**src/split_timer_pkg.sv**
```systemverilog
// Constants and carrier types shared by the split reload timer files.
package split_timer_pkg;

	// ********************************
	// Register addresses
	// ********************************
	localparam logic [7:0] ADDR_CONTROL     = 8'hc8;
	localparam logic [7:0] ADDR_RELOAD_LOW  = 8'hca;
	localparam logic [7:0] ADDR_RELOAD_HIGH = 8'hcb;
	localparam logic [7:0] ADDR_COUNT_LOW   = 8'hcc;
	localparam logic [7:0] ADDR_COUNT_HIGH  = 8'hcd;

	// ********************************
	// Field positions of the control register
	// ********************************
	localparam int BIT_HIGH_FLAG   = 7;
	localparam int BIT_LOW_FLAG    = 6;
	localparam int BIT_LOW_IRQ_EN  = 5;
	localparam int BIT_CAPTURE_EN  = 4;
	localparam int BIT_SPLIT       = 3;
	localparam int BIT_RUN         = 2;
	localparam int BIT_CAPTURE_SRC = 1;
	localparam int BIT_EXT_CLOCK   = 0;

	// ********************************
	// Reset values and counting limits
	// ********************************
	localparam logic [7:0]  RESET_BYTE  = 8'h00;
	localparam logic [7:0]  BYTE_MAX    = 8'hff;
	localparam logic [15:0] COUNT_MAX   = 16'hffff;
	localparam logic [7:0]  RESET_RDATA = 8'h00;

	// ********************************
	// Prescaler ratios
	// ********************************
	localparam int CORE_DIV = 12;
	localparam int EXT_DIV  = 8;

	// Control register layout, bit 7 first.
	typedef struct packed {
		logic high_overflow_flag;
		logic low_overflow_flag;
		logic low_irq_enable;
		logic osc_capture_enable;
		logic split_mode_enable;
		logic run_control;
		logic capture_source_select;
		logic ext_clock_select;
	} timer_ctrl_t;

	localparam timer_ctrl_t RESET_CTRL = timer_ctrl_t'(8'h00);

	// One register access from the core.
	typedef struct packed {
		logic [7:0] addr;
		logic [7:0] wdata;
		logic       wr;
	} sfr_req_t;

endpackage : split_timer_pkg

```
**src/timer_ticks.sv**
```systemverilog
// Prescalers for the timer and the oscillator falling-edge detector.
module timer_ticks
	import split_timer_pkg::*;
#(
	parameter int CORE_RATIO = CORE_DIV,
	parameter int EXT_RATIO  = EXT_DIV
) (
	input  wire logic mclk,
	input  wire logic reset_n,
	input  wire logic ext_clock,
	input  wire logic low_freq_oscillator,
	output logic      core_div_tick,
	output logic      ext_div_tick,
	output logic      capture_strobe
);

	// Both ratios must fit the counters below.
	if (CORE_RATIO < 2 || CORE_RATIO > 256 || EXT_RATIO < 2 || EXT_RATIO > 256) begin : g_chk
		$error("timer_ticks: ratios must lie in 2..256");
	end

	localparam logic [7:0] CORE_LAST = 8'(CORE_RATIO - 1);
	localparam logic [7:0] EXT_LAST  = 8'(EXT_RATIO - 1);

	logic [7:0] core_cnt_q, core_cnt_d;
	logic [7:0] ext_cnt_q, ext_cnt_d;
	logic       ext_prev_q, ext_prev_d;
	logic       core_tick_q, core_tick_d;
	logic       ext_tick_q, ext_tick_d;
	logic       lfo_meta_q, lfo_sync_q, lfo_prev_q;
	logic       strobe_q, strobe_d;

	// ********************************
	// Prescaler counters
	// ********************************

	// The core divider ticks once per ratio; the external divider counts rising edges.
	always_comb begin
		core_tick_d = (core_cnt_q == CORE_LAST);
		core_cnt_d  = core_tick_d ? 8'h00 : core_cnt_q + 8'h01;
		ext_prev_d  = ext_clock;
		ext_tick_d  = 1'b0;
		ext_cnt_d   = ext_cnt_q;
		if (ext_clock && !ext_prev_q) begin
			ext_tick_d = (ext_cnt_q == EXT_LAST);
			ext_cnt_d  = ext_tick_d ? 8'h00 : ext_cnt_q + 8'h01;
		end
	end

	always_ff @(posedge mclk or negedge reset_n) begin
		if (!reset_n) begin
			core_cnt_q  <= 8'h00;
			ext_cnt_q   <= 8'h00;
			ext_prev_q  <= 1'b0;
			core_tick_q <= 1'b0;
			ext_tick_q  <= 1'b0;
		end else begin
			core_cnt_q  <= core_cnt_d;
			ext_cnt_q   <= ext_cnt_d;
			ext_prev_q  <= ext_prev_d;
			core_tick_q <= core_tick_d;
			ext_tick_q  <= ext_tick_d;
		end
	end

	// ********************************
	// Oscillator synchroniser and edge
	// ********************************

	// Only the second stage and its delayed copy feed the edge detector.
	always_comb begin
		strobe_d = lfo_prev_q && !lfo_sync_q;
	end

	always_ff @(posedge mclk or negedge reset_n) begin
		if (!reset_n) begin
			lfo_meta_q <= 1'b0;
			lfo_sync_q <= 1'b0;
			lfo_prev_q <= 1'b0;
			strobe_q   <= 1'b0;
		end else begin
			lfo_meta_q <= low_freq_oscillator;
			lfo_sync_q <= lfo_meta_q;
			lfo_prev_q <= lfo_sync_q;
			strobe_q   <= strobe_d;
		end
	end

	assign core_div_tick  = core_tick_q;
	assign ext_div_tick   = ext_tick_q;
	assign capture_strobe = strobe_q;

endmodule : timer_ticks

```
**src/split_reload_timer.sv**
```systemverilog
// Split or 16-bit auto-reload timer with oscillator capture and register port.

// Operation
// - Control bit 4 set turns on oscillator capture mode.
// - Each oscillator falling edge copies the 16-bit count into the reload bytes.
// - Capture with interrupts enabled requests an interrupt on each falling edge.
// - Control bit 3 set splits into two 8-bit auto-reload counters.
// - Control bit 2 runs or stops the counter in 16-bit mode.
// - In split mode run gates only the high half; low half always counts.
// - Control bit 1 selects capture source; one is the oscillator, zero reserved.
// - Control bit 0 picks core clock over 12 or external clock over 8.
// - Per-half fast select picks full core clock or the bit 0 choice; in 16-bit mode only the low one acts.
// - Address 0xca holds reload low byte, reset zero.
// - Address 0xcb holds reload high byte, reset zero.
// - Address 0xcc reads and writes the low count byte.
// - 16-bit overflow loads reload value and sets the high overflow flag.
// - Low byte wrap sets the low overflow flag; software clears both flags.
module split_reload_timer
	import split_timer_pkg::*;
(
	input  wire logic       mclk,
	input  wire logic       reset_n,
	input  wire sfr_req_t   sfr_req,
	output logic [7:0]      sfr_rdata,
	input  wire logic       timer_irq_enable,
	input  wire logic       high_half_fast_clock_select,
	input  wire logic       low_half_fast_clock_select,
	input  wire logic       ext_clock,
	input  wire logic       low_freq_oscillator,
	output logic            timer_irq
);

	timer_ctrl_t ctrl_q, ctrl_d;
	logic [7:0]  reload_lo_q, reload_lo_d;
	logic [7:0]  reload_hi_q, reload_hi_d;
	logic [7:0]  count_lo_q, count_lo_d;
	logic [7:0]  count_hi_q, count_hi_d;
	logic [7:0]  rdata_q, rdata_d;
	logic        irq_q, irq_d;
	logic        core_div_tick;
	logic        ext_div_tick;
	logic        capture_strobe;
	logic        slow_tick;
	logic        tick_lo;
	logic        tick_hi;
	logic        capture_hit;
	logic        wrap_lo;
	logic        wrap_hi;
	logic        wr_ctrl;
	logic        wr_reload_lo;
	logic        wr_reload_hi;
	logic        wr_count_lo;
	logic        wr_count_hi;
	logic        flag_req;

	// ********************************
	// Helper functions and layout check
	// ********************************

	// Every control field must sit on its own bit of the byte, or reads would alias.
	localparam logic [7:0] FIELD_MASK = (8'h01 << BIT_HIGH_FLAG) | (8'h01 << BIT_LOW_FLAG)
		| (8'h01 << BIT_LOW_IRQ_EN) | (8'h01 << BIT_CAPTURE_EN) | (8'h01 << BIT_SPLIT)
		| (8'h01 << BIT_RUN) | (8'h01 << BIT_CAPTURE_SRC) | (8'h01 << BIT_EXT_CLOCK);

	if (FIELD_MASK != 8'hff || $bits(timer_ctrl_t) != 8) begin : g_layout_chk
		$error("split_reload_timer: control fields must fill one byte exactly");
	end

	// Returns true when a write targets the given address.
	function automatic logic wr_hit(input sfr_req_t req, input logic [7:0] addr);
		return req.wr && (req.addr == addr);
	endfunction : wr_hit

	// Advances one 8-bit half; the top bit of the result flags a wrap.
	// A wrap restarts from the reload byte, not from zero, so no tick is lost.
	function automatic logic [8:0] step_byte(input logic [7:0] value, input logic [7:0] reload);
		logic [8:0] result;
		if (value == BYTE_MAX) begin
			result = {1'b1, reload};
		end else begin
			result = {1'b0, value + 8'h01};
		end
		return result;
	endfunction : step_byte

	// Builds the control fields from a written byte, each from its fixed position.
	function automatic timer_ctrl_t unpack_ctrl(input logic [7:0] data);
		timer_ctrl_t ctrl;
		ctrl.high_overflow_flag    = data[BIT_HIGH_FLAG];
		ctrl.low_overflow_flag     = data[BIT_LOW_FLAG];
		ctrl.low_irq_enable        = data[BIT_LOW_IRQ_EN];
		ctrl.osc_capture_enable    = data[BIT_CAPTURE_EN];
		ctrl.split_mode_enable     = data[BIT_SPLIT];
		ctrl.run_control           = data[BIT_RUN];
		ctrl.capture_source_select = data[BIT_CAPTURE_SRC];
		ctrl.ext_clock_select      = data[BIT_EXT_CLOCK];
		return ctrl;
	endfunction : unpack_ctrl

	// Lays the control fields out as software reads them.
	function automatic logic [7:0] pack_ctrl(input timer_ctrl_t ctrl);
		logic [7:0] data;
		data                  = 8'h00;
		data[BIT_HIGH_FLAG]   = ctrl.high_overflow_flag;
		data[BIT_LOW_FLAG]    = ctrl.low_overflow_flag;
		data[BIT_LOW_IRQ_EN]  = ctrl.low_irq_enable;
		data[BIT_CAPTURE_EN]  = ctrl.osc_capture_enable;
		data[BIT_SPLIT]       = ctrl.split_mode_enable;
		data[BIT_RUN]         = ctrl.run_control;
		data[BIT_CAPTURE_SRC] = ctrl.capture_source_select;
		data[BIT_EXT_CLOCK]   = ctrl.ext_clock_select;
		return data;
	endfunction : pack_ctrl

	// ********************************
	// Register write decode
	// ********************************

	// One strobe per register, decoded once for all the next-state processes.
	always_comb begin
		wr_ctrl      = wr_hit(sfr_req, ADDR_CONTROL);
		wr_reload_lo = wr_hit(sfr_req, ADDR_RELOAD_LOW);
		wr_reload_hi = wr_hit(sfr_req, ADDR_RELOAD_HIGH);
		wr_count_lo  = wr_hit(sfr_req, ADDR_COUNT_LOW);
		wr_count_hi  = wr_hit(sfr_req, ADDR_COUNT_HIGH);
	end

	// ********************************
	// Clock sources
	// ********************************

	// Prescalers and the oscillator edge strobe.
	timer_ticks #(
		.CORE_RATIO (CORE_DIV),
		.EXT_RATIO  (EXT_DIV)
	) u_ticks (
		.mclk                (mclk),
		.reset_n             (reset_n),
		.ext_clock           (ext_clock),
		.low_freq_oscillator (low_freq_oscillator),
		.core_div_tick       (core_div_tick),
		.ext_div_tick        (ext_div_tick),
		.capture_strobe      (capture_strobe)
	);

	// In split mode each half counts on the full clock or the prescaled choice; 16-bit mode counts on tick_lo alone.
	always_comb begin
		slow_tick = ctrl_q.ext_clock_select ? ext_div_tick : core_div_tick;
		tick_lo   = low_half_fast_clock_select ? 1'b1 : slow_tick;
		tick_hi   = high_half_fast_clock_select ? 1'b1 : slow_tick;
	end

	// Capture needs the enable and the oscillator source; zero is reserved and inert.
	always_comb begin
		capture_hit = capture_strobe && ctrl_q.osc_capture_enable
			&& ctrl_q.capture_source_select;
	end

	// ********************************
	// Counter
	// ********************************

	// Counting, reloading and software writes of the count bytes.
	always_comb begin
		count_lo_d = count_lo_q;
		count_hi_d = count_hi_q;
		wrap_lo    = 1'b0;
		wrap_hi    = 1'b0;
		if (ctrl_q.split_mode_enable) begin
			// Low half runs regardless of the run bit.
			if (tick_lo) begin
				{wrap_lo, count_lo_d} = step_byte(count_lo_q, reload_lo_q);
			end
			if (ctrl_q.run_control && tick_hi) begin
				{wrap_hi, count_hi_d} = step_byte(count_hi_q, reload_hi_q);
			end
		end else if (ctrl_q.run_control && tick_lo) begin
			if ({count_hi_q, count_lo_q} == COUNT_MAX) begin
				count_hi_d = reload_hi_q;
				count_lo_d = reload_lo_q;
				wrap_hi    = 1'b1;
				wrap_lo    = 1'b1;
			end else begin
				{count_hi_d, count_lo_d} = {count_hi_q, count_lo_q} + 16'h0001;
				wrap_lo = (count_lo_q == BYTE_MAX);
			end
		end
		// A software write replaces the byte it targets.
		if (wr_count_lo) begin
			count_lo_d = sfr_req.wdata;
		end
		if (wr_count_hi) begin
			count_hi_d = sfr_req.wdata;
		end
	end

	always_ff @(posedge mclk or negedge reset_n) begin
		if (!reset_n) begin
			count_lo_q <= RESET_BYTE;
			count_hi_q <= RESET_BYTE;
		end else begin
			count_lo_q <= count_lo_d;
			count_hi_q <= count_hi_d;
		end
	end

	// ********************************
	// Reload bytes
	// ********************************

	// A capture latches the live count; a software write in the same cycle wins.
	always_comb begin
		reload_lo_d = reload_lo_q;
		reload_hi_d = reload_hi_q;
		if (capture_hit) begin
			reload_lo_d = count_lo_q;
			reload_hi_d = count_hi_q;
		end
		if (wr_reload_lo) begin
			reload_lo_d = sfr_req.wdata;
		end
		if (wr_reload_hi) begin
			reload_hi_d = sfr_req.wdata;
		end
	end

	always_ff @(posedge mclk or negedge reset_n) begin
		if (!reset_n) begin
			reload_lo_q <= RESET_BYTE;
			reload_hi_q <= RESET_BYTE;
		end else begin
			reload_lo_q <= reload_lo_d;
			reload_hi_q <= reload_hi_d;
		end
	end

	// ********************************
	// Control register
	// ********************************

	// Software writes every bit; an overflow in the same cycle wins over a clear.
	always_comb begin
		ctrl_d = ctrl_q;
		if (wr_ctrl) begin
			ctrl_d = unpack_ctrl(sfr_req.wdata);
		end
		if (wrap_hi) begin
			ctrl_d.high_overflow_flag = 1'b1;
		end
		if (wrap_lo) begin
			ctrl_d.low_overflow_flag = 1'b1;
		end
	end

	always_ff @(posedge mclk or negedge reset_n) begin
		if (!reset_n) begin
			ctrl_q <= RESET_CTRL;
		end else begin
			ctrl_q <= ctrl_d;
		end
	end

	// ********************************
	// Interrupt request and read data
	// ********************************

	// Flag request looks at the next flag values so the request rises with the flag.
	always_comb begin
		flag_req = ctrl_d.high_overflow_flag
			|| (ctrl_d.low_irq_enable && ctrl_d.low_overflow_flag);
	end

	// Request stands while an enabled flag is set, and pulses on each capture.
	always_comb begin
		irq_d = timer_irq_enable && (flag_req || capture_hit);
	end

	// Read data follows the address one cycle later; unmapped reads give zero.
	always_comb begin
		unique case (sfr_req.addr)
			ADDR_CONTROL:     rdata_d = pack_ctrl(ctrl_q);
			ADDR_RELOAD_LOW:  rdata_d = reload_lo_q;
			ADDR_RELOAD_HIGH: rdata_d = reload_hi_q;
			ADDR_COUNT_LOW:   rdata_d = count_lo_q;
			ADDR_COUNT_HIGH:  rdata_d = count_hi_q;
			default:          rdata_d = RESET_RDATA;
		endcase
	end

	always_ff @(posedge mclk or negedge reset_n) begin
		if (!reset_n) begin
			irq_q   <= 1'b0;
			rdata_q <= RESET_RDATA;
		end else begin
			irq_q   <= irq_d;
			rdata_q <= rdata_d;
		end
	end

	assign sfr_rdata = rdata_q;
	assign timer_irq = irq_q;

endmodule : split_reload_timer

```
**config.mk**
```make
export PLATFORM = sky130hd
export DESIGN_NAME = split_reload_timer
export DESIGN_NICKNAME = d
export VERILOG_FILES = /design/src/split_timer_pkg.sv /design/src/timer_ticks.sv /design/src/split_reload_timer.sv
export SDC_FILE = /design/constraint.sdc
export NUM_CORES = 1
export LEC_CHECK = 0
export ABC_AREA = 1
export BUFFER_PORTS_ARGS = -buffer_cell sky130_fd_sc_hd__buf_2
export CELL_PAD_IN_SITES_DETAIL_PLACEMENT = 0
export CELL_PAD_IN_SITES_GLOBAL_PLACEMENT = 2
export CORE_MARGIN = 2
export CORE_UTILIZATION = 30
export CTS_BUF_LIST = sky130_fd_sc_hd__clkbuf_4 sky130_fd_sc_hd__clkbuf_8 sky130_fd_sc_hd__clkbuf_16
export DETAILED_ROUTE_END_ITERATION = 8
export GPL_TIMING_DRIVEN = 0
export PLACE_DENSITY_LB_ADDON = 0.05
export SLEW_MARGIN = 20
export SYNTH_ARGS = -nofsm -noshare
export SYNTH_HDL_FRONTEND = slang
export SYNTH_HIERARCHICAL = 1
export SYNTH_SLANG_ARGS = --single-unit
```
**constraint.sdc**
```tcl
create_clock -name mclk -period 2.25 [get_ports mclk]
set_clock_uncertainty 0.1 [all_clocks]
set_input_delay 0.225 -clock mclk [delete_from_list [all_inputs] [get_ports mclk]]
set_output_delay 0.225 -clock mclk [all_outputs]
set_load 0.05 [all_outputs]
```
==> impl_metrics.csv <==
group,metric,value,unit
status,outcome,"finished clean",
synthesis,yosysUniqueCellTypes,34,
floorplan,rows,45,
timing,hold_violations,0,
cts,insertion_delay,0.35,ns
floorplan,die_area,16300,um^2
cts,numCtsBuffers,9,
grt,grt_pass1_vias,4325,
synthesis,synthTopCellsByArea,"dfrtp_1 (39%), nand2_1 (15%), nand3_1 (6.7%)",
cts,clock_path_buffers,2,
grt,grt_antenna_before_repair,0,
cts,cts_tree,"built",
synthesis,ys.flop_type,"dfrtp_1",
timing,fin_setup_tns,0,ns
worst_setup_path,cpPeakStageDelay,0.46,ns
placement,dp_cells,840,
placement,gp_congestion,0.820,
floorplan,start_util,30.4,%
power,total_leakage_power,2.65,nW
worst_setup_path,cp.required,2.39,ns
grt,grt_pass1_wl,24.8,mm
worst_setup_path,cp_num_buf_inv,0,
grt,grt_max_degree,38,
timing,rsz0062_at_grt,"no",
placement,post_dp_cell_area,4980,um^2
worst_setup_path,cp_top_family,"simple AND/OR/NAND/NOR gates",
route,antenna_left,0,
timing,setup_viol,0,
floorplan,io_pins,33,
final_layout,nets,695,
worst_setup_path,slowest_stage,"dfrtp_1",
route,drc,0,
power,p_per_area,705,nW/um^2
route,viasPerCell,4.88,
final_layout,fin_area,5310,um^2
cts,clk_pin_slew,0.06,ns
synthesis,netlist_top_cells_count,"nand2_1 (186), inv_1 (79), dfrtp_1 (72), nand3_1 (61), nor2_1 (44)",
placement,dp_hpwl,11.7,mm
grt,track_usage,20.2,%
timing,final_max_slew_viol_count,0,
final_layout,num_antenna_cells,0,
synthesis,synthCells,621,
cts,cts-root-buf,"clkbuf_16",
timing,min_period_over_period,92.3,%
worst_setup_path,arrival,2.21,ns
cts,cts_htree_levels,3,
worst_setup_path,cpMostUsedCell,"nand2_1",
route,drtIter0Drc,292,
synthesis,synth-edff-count,0,
timing,slew_headroom,62.2,%
route,drt_first_pass_iters,4,
final_layout,drive_gt1_share,18.5,%
grt,grt.overflow.total,0,
worst_setup_path,crit_path_end_kind,"register",
cts,post_cts_buffers,0,
final_layout,final_cells,860,
floorplan,core_area,15000,um^2
synthesis,yosysWarnings,6,
worst_setup_path,path_cells,"ha_1 -> nand3_2 -> nor2_4 -> nand2_4 -> o21ai_0 -> nand2_1 -> nand2_1 -> nand2_1 -> nand2_1 -> nand2_1",
flow_run,max_cap_violations,0,
route,wl_per_cell,18.1,um
power,ir_worst_vdd,0.000379,V
route,routed_wl,15.6,mm
worst_setup_path,regToRegSetupSlack,0.17,ns
floorplan,die_w,128,um
synthesis,seq_area_frac_synth,39.4,%
synthesis,post-synth-top-count-cell,"nand2_1",
synthesis,avgSynthCellArea,7.37,um^2
synthesis,synth_seq_cells,72,
worst_setup_path,critPathMaxFanout,6,
synthesis,yosys.area.top_type_share,39.4,%
timing,fmaxAchievable,482,MHz
placement,portBuffers,30,
synthesis,syn-cell-area,4580,um^2
synthesis,synth_top_cell_by_area,"dfrtp_1",
cts,clock_sinks,72,
synthesis,syn-num-nets,649,
worst_setup_path,crit_type,"reg2reg",
route,vias,4194,
timing,worstMarginPinSlew,0.565,ns
timing,period_minus_slack,2.08,ns
final_layout,syn2layout_area_growth,16.0,%
synthesis,ys_async_sr_fraction,100,%
floorplan,die_h,128,um
min_path,hp-class,"in2reg",
worst_setup_path,startpoint_type,"register",
-- worst register-to-register path: stages (launching register included) --
cell and delay (ns):
dfrtp_1 0.46, ha_1 0.27, nand3_2 0.14, nor2_4 0.21, nand2_4 0.14, o21ai_0 0.32
nand2_1 0.11, nand2_1 0.07, nand2_1 0.05, nand2_1 0.05, nand2_1 0.04
-- path summary, 6_finish.rpt --
kind,from,endpoint,cells past startpoint
max,count_lo_q[0],count_hi_q[2],10
min,sfr_req[4],reload_hi_q[3],3
max reg2reg,count_lo_q[0],count_hi_q[2],10
min reg2reg,u_ticks/lfo_meta_q,u_ticks/lfo_sync_q,0
max in group asynchronous,reset_n,u_ticks/core_cnt_q[0],3
min in group asynchronous,reset_n,sfr_rdata[6],2
-- final cells by class --
| cell class | count | area (um^2) |
|---|---|---|
| Tap cell | 188 | 235 |
| Clock inverter | 4 | 30.0 |
| Sequential cell | 72 | 1800 |
| Fill cell | 1620 | 9730 |
| Inverter | 92 | 353 |
| Clock buffer | 12 | 254 |
| Timing Repair Buffer | 35 | 213 |
| Multi-Input combinational cell | 448 | 2360 |
| Buffer | 9 | 60.1 |
-- cell usage in the layout (no fill, tap or decap), types with 5 or more instances in the layout --
| master | n |
|---|---|
| o21ai_1 | 11 |
| dfrtp_1 | 72 |
| nand2_4 | 6 |
| nor2_1 | 44 |
| inv_2 | 10 |
| nand3_1 | 61 |
| a21oi_1 | 8 |
| nand2_2 | 10 |
| inv_1 | 79 |
| nand4_1 | 14 |
| o21ai_0 | 28 |
| o211ai_1 | 12 |
| nor2_4 | 13 |
| o22ai_1 | 7 |
| nand3_2 | 5 |
| buf_2 | 35 |
| clkbuf_16 | 9 |
| nor2_2 | 12 |
| xor2_1 | 10 |
| nand2_1 | 186 |
-- kinds of logic after synthesis --
| logic type | after synthesis | synth area share [%] |
|---|---|---|
| AO/OA/AOI/OAI | 72 | 9.13 |
| XOR/XNOR | 13 | 2.49 |
| adder cells (fa/ha/maj) | 4 | 1.09 |
| buffers and inverters | 101 | 9.02 |
| flip-flops | 72 | 39.4 |
| AND/OR/NAND/NOR | 359 | 38.9 |
-- metal layers --
metal  part of all wire [%]  up-vias  track usage (%)
met4                    1.9        0             6.21
met1                     48     2021             27.5
met5                      0        -                0
met3                    3.3       15             3.52
met2                     46       77             32.9
li1                       -     2081                -
-- sequential cells by signal, summed over array words and instances (netlist names), 8 cells and up --
| register | count |
|---|---|
| sfr_rdata | 8 |
| ctrl_q | 8 |
| u_ticks/ext_cnt_q | 8 |
| reload_lo_q | 8 |
| count_lo_q | 8 |
| u_ticks/core_cnt_q | 8 |
| count_hi_q | 8 |
| reload_hi_q | 8 |
-- metrics by stage --
step,setup WS [ns],util (%),power [mW],hold WS (ns)
after floorplan,0.626,-,2.08,-0.171
after global placement,0.155,33.0,2.33,0.236
after detailed placement,0.213,33.2,2.35,0.167
after CTS,0.188,35.3,3.80,0.0840
after global routing,0.0182,35.3,3.97,0.105
final,0.174,35.3,3.74,0.0992
-- what timing repair did --
item                      CTS  global route
hold endpoints to repair   38             0
hold buffers                4             0
gates resized for setup     0             0
-- power by group --
part	switching [mW]	total [mW]	internal, mW
combinational	0.400	0.650	0.250
clock	0.614	1.42	0.805
sequential	0.234	1.67	1.44
total	1.25	3.74	2.49
Note: power is estimated with default switching activity, not from simulation.
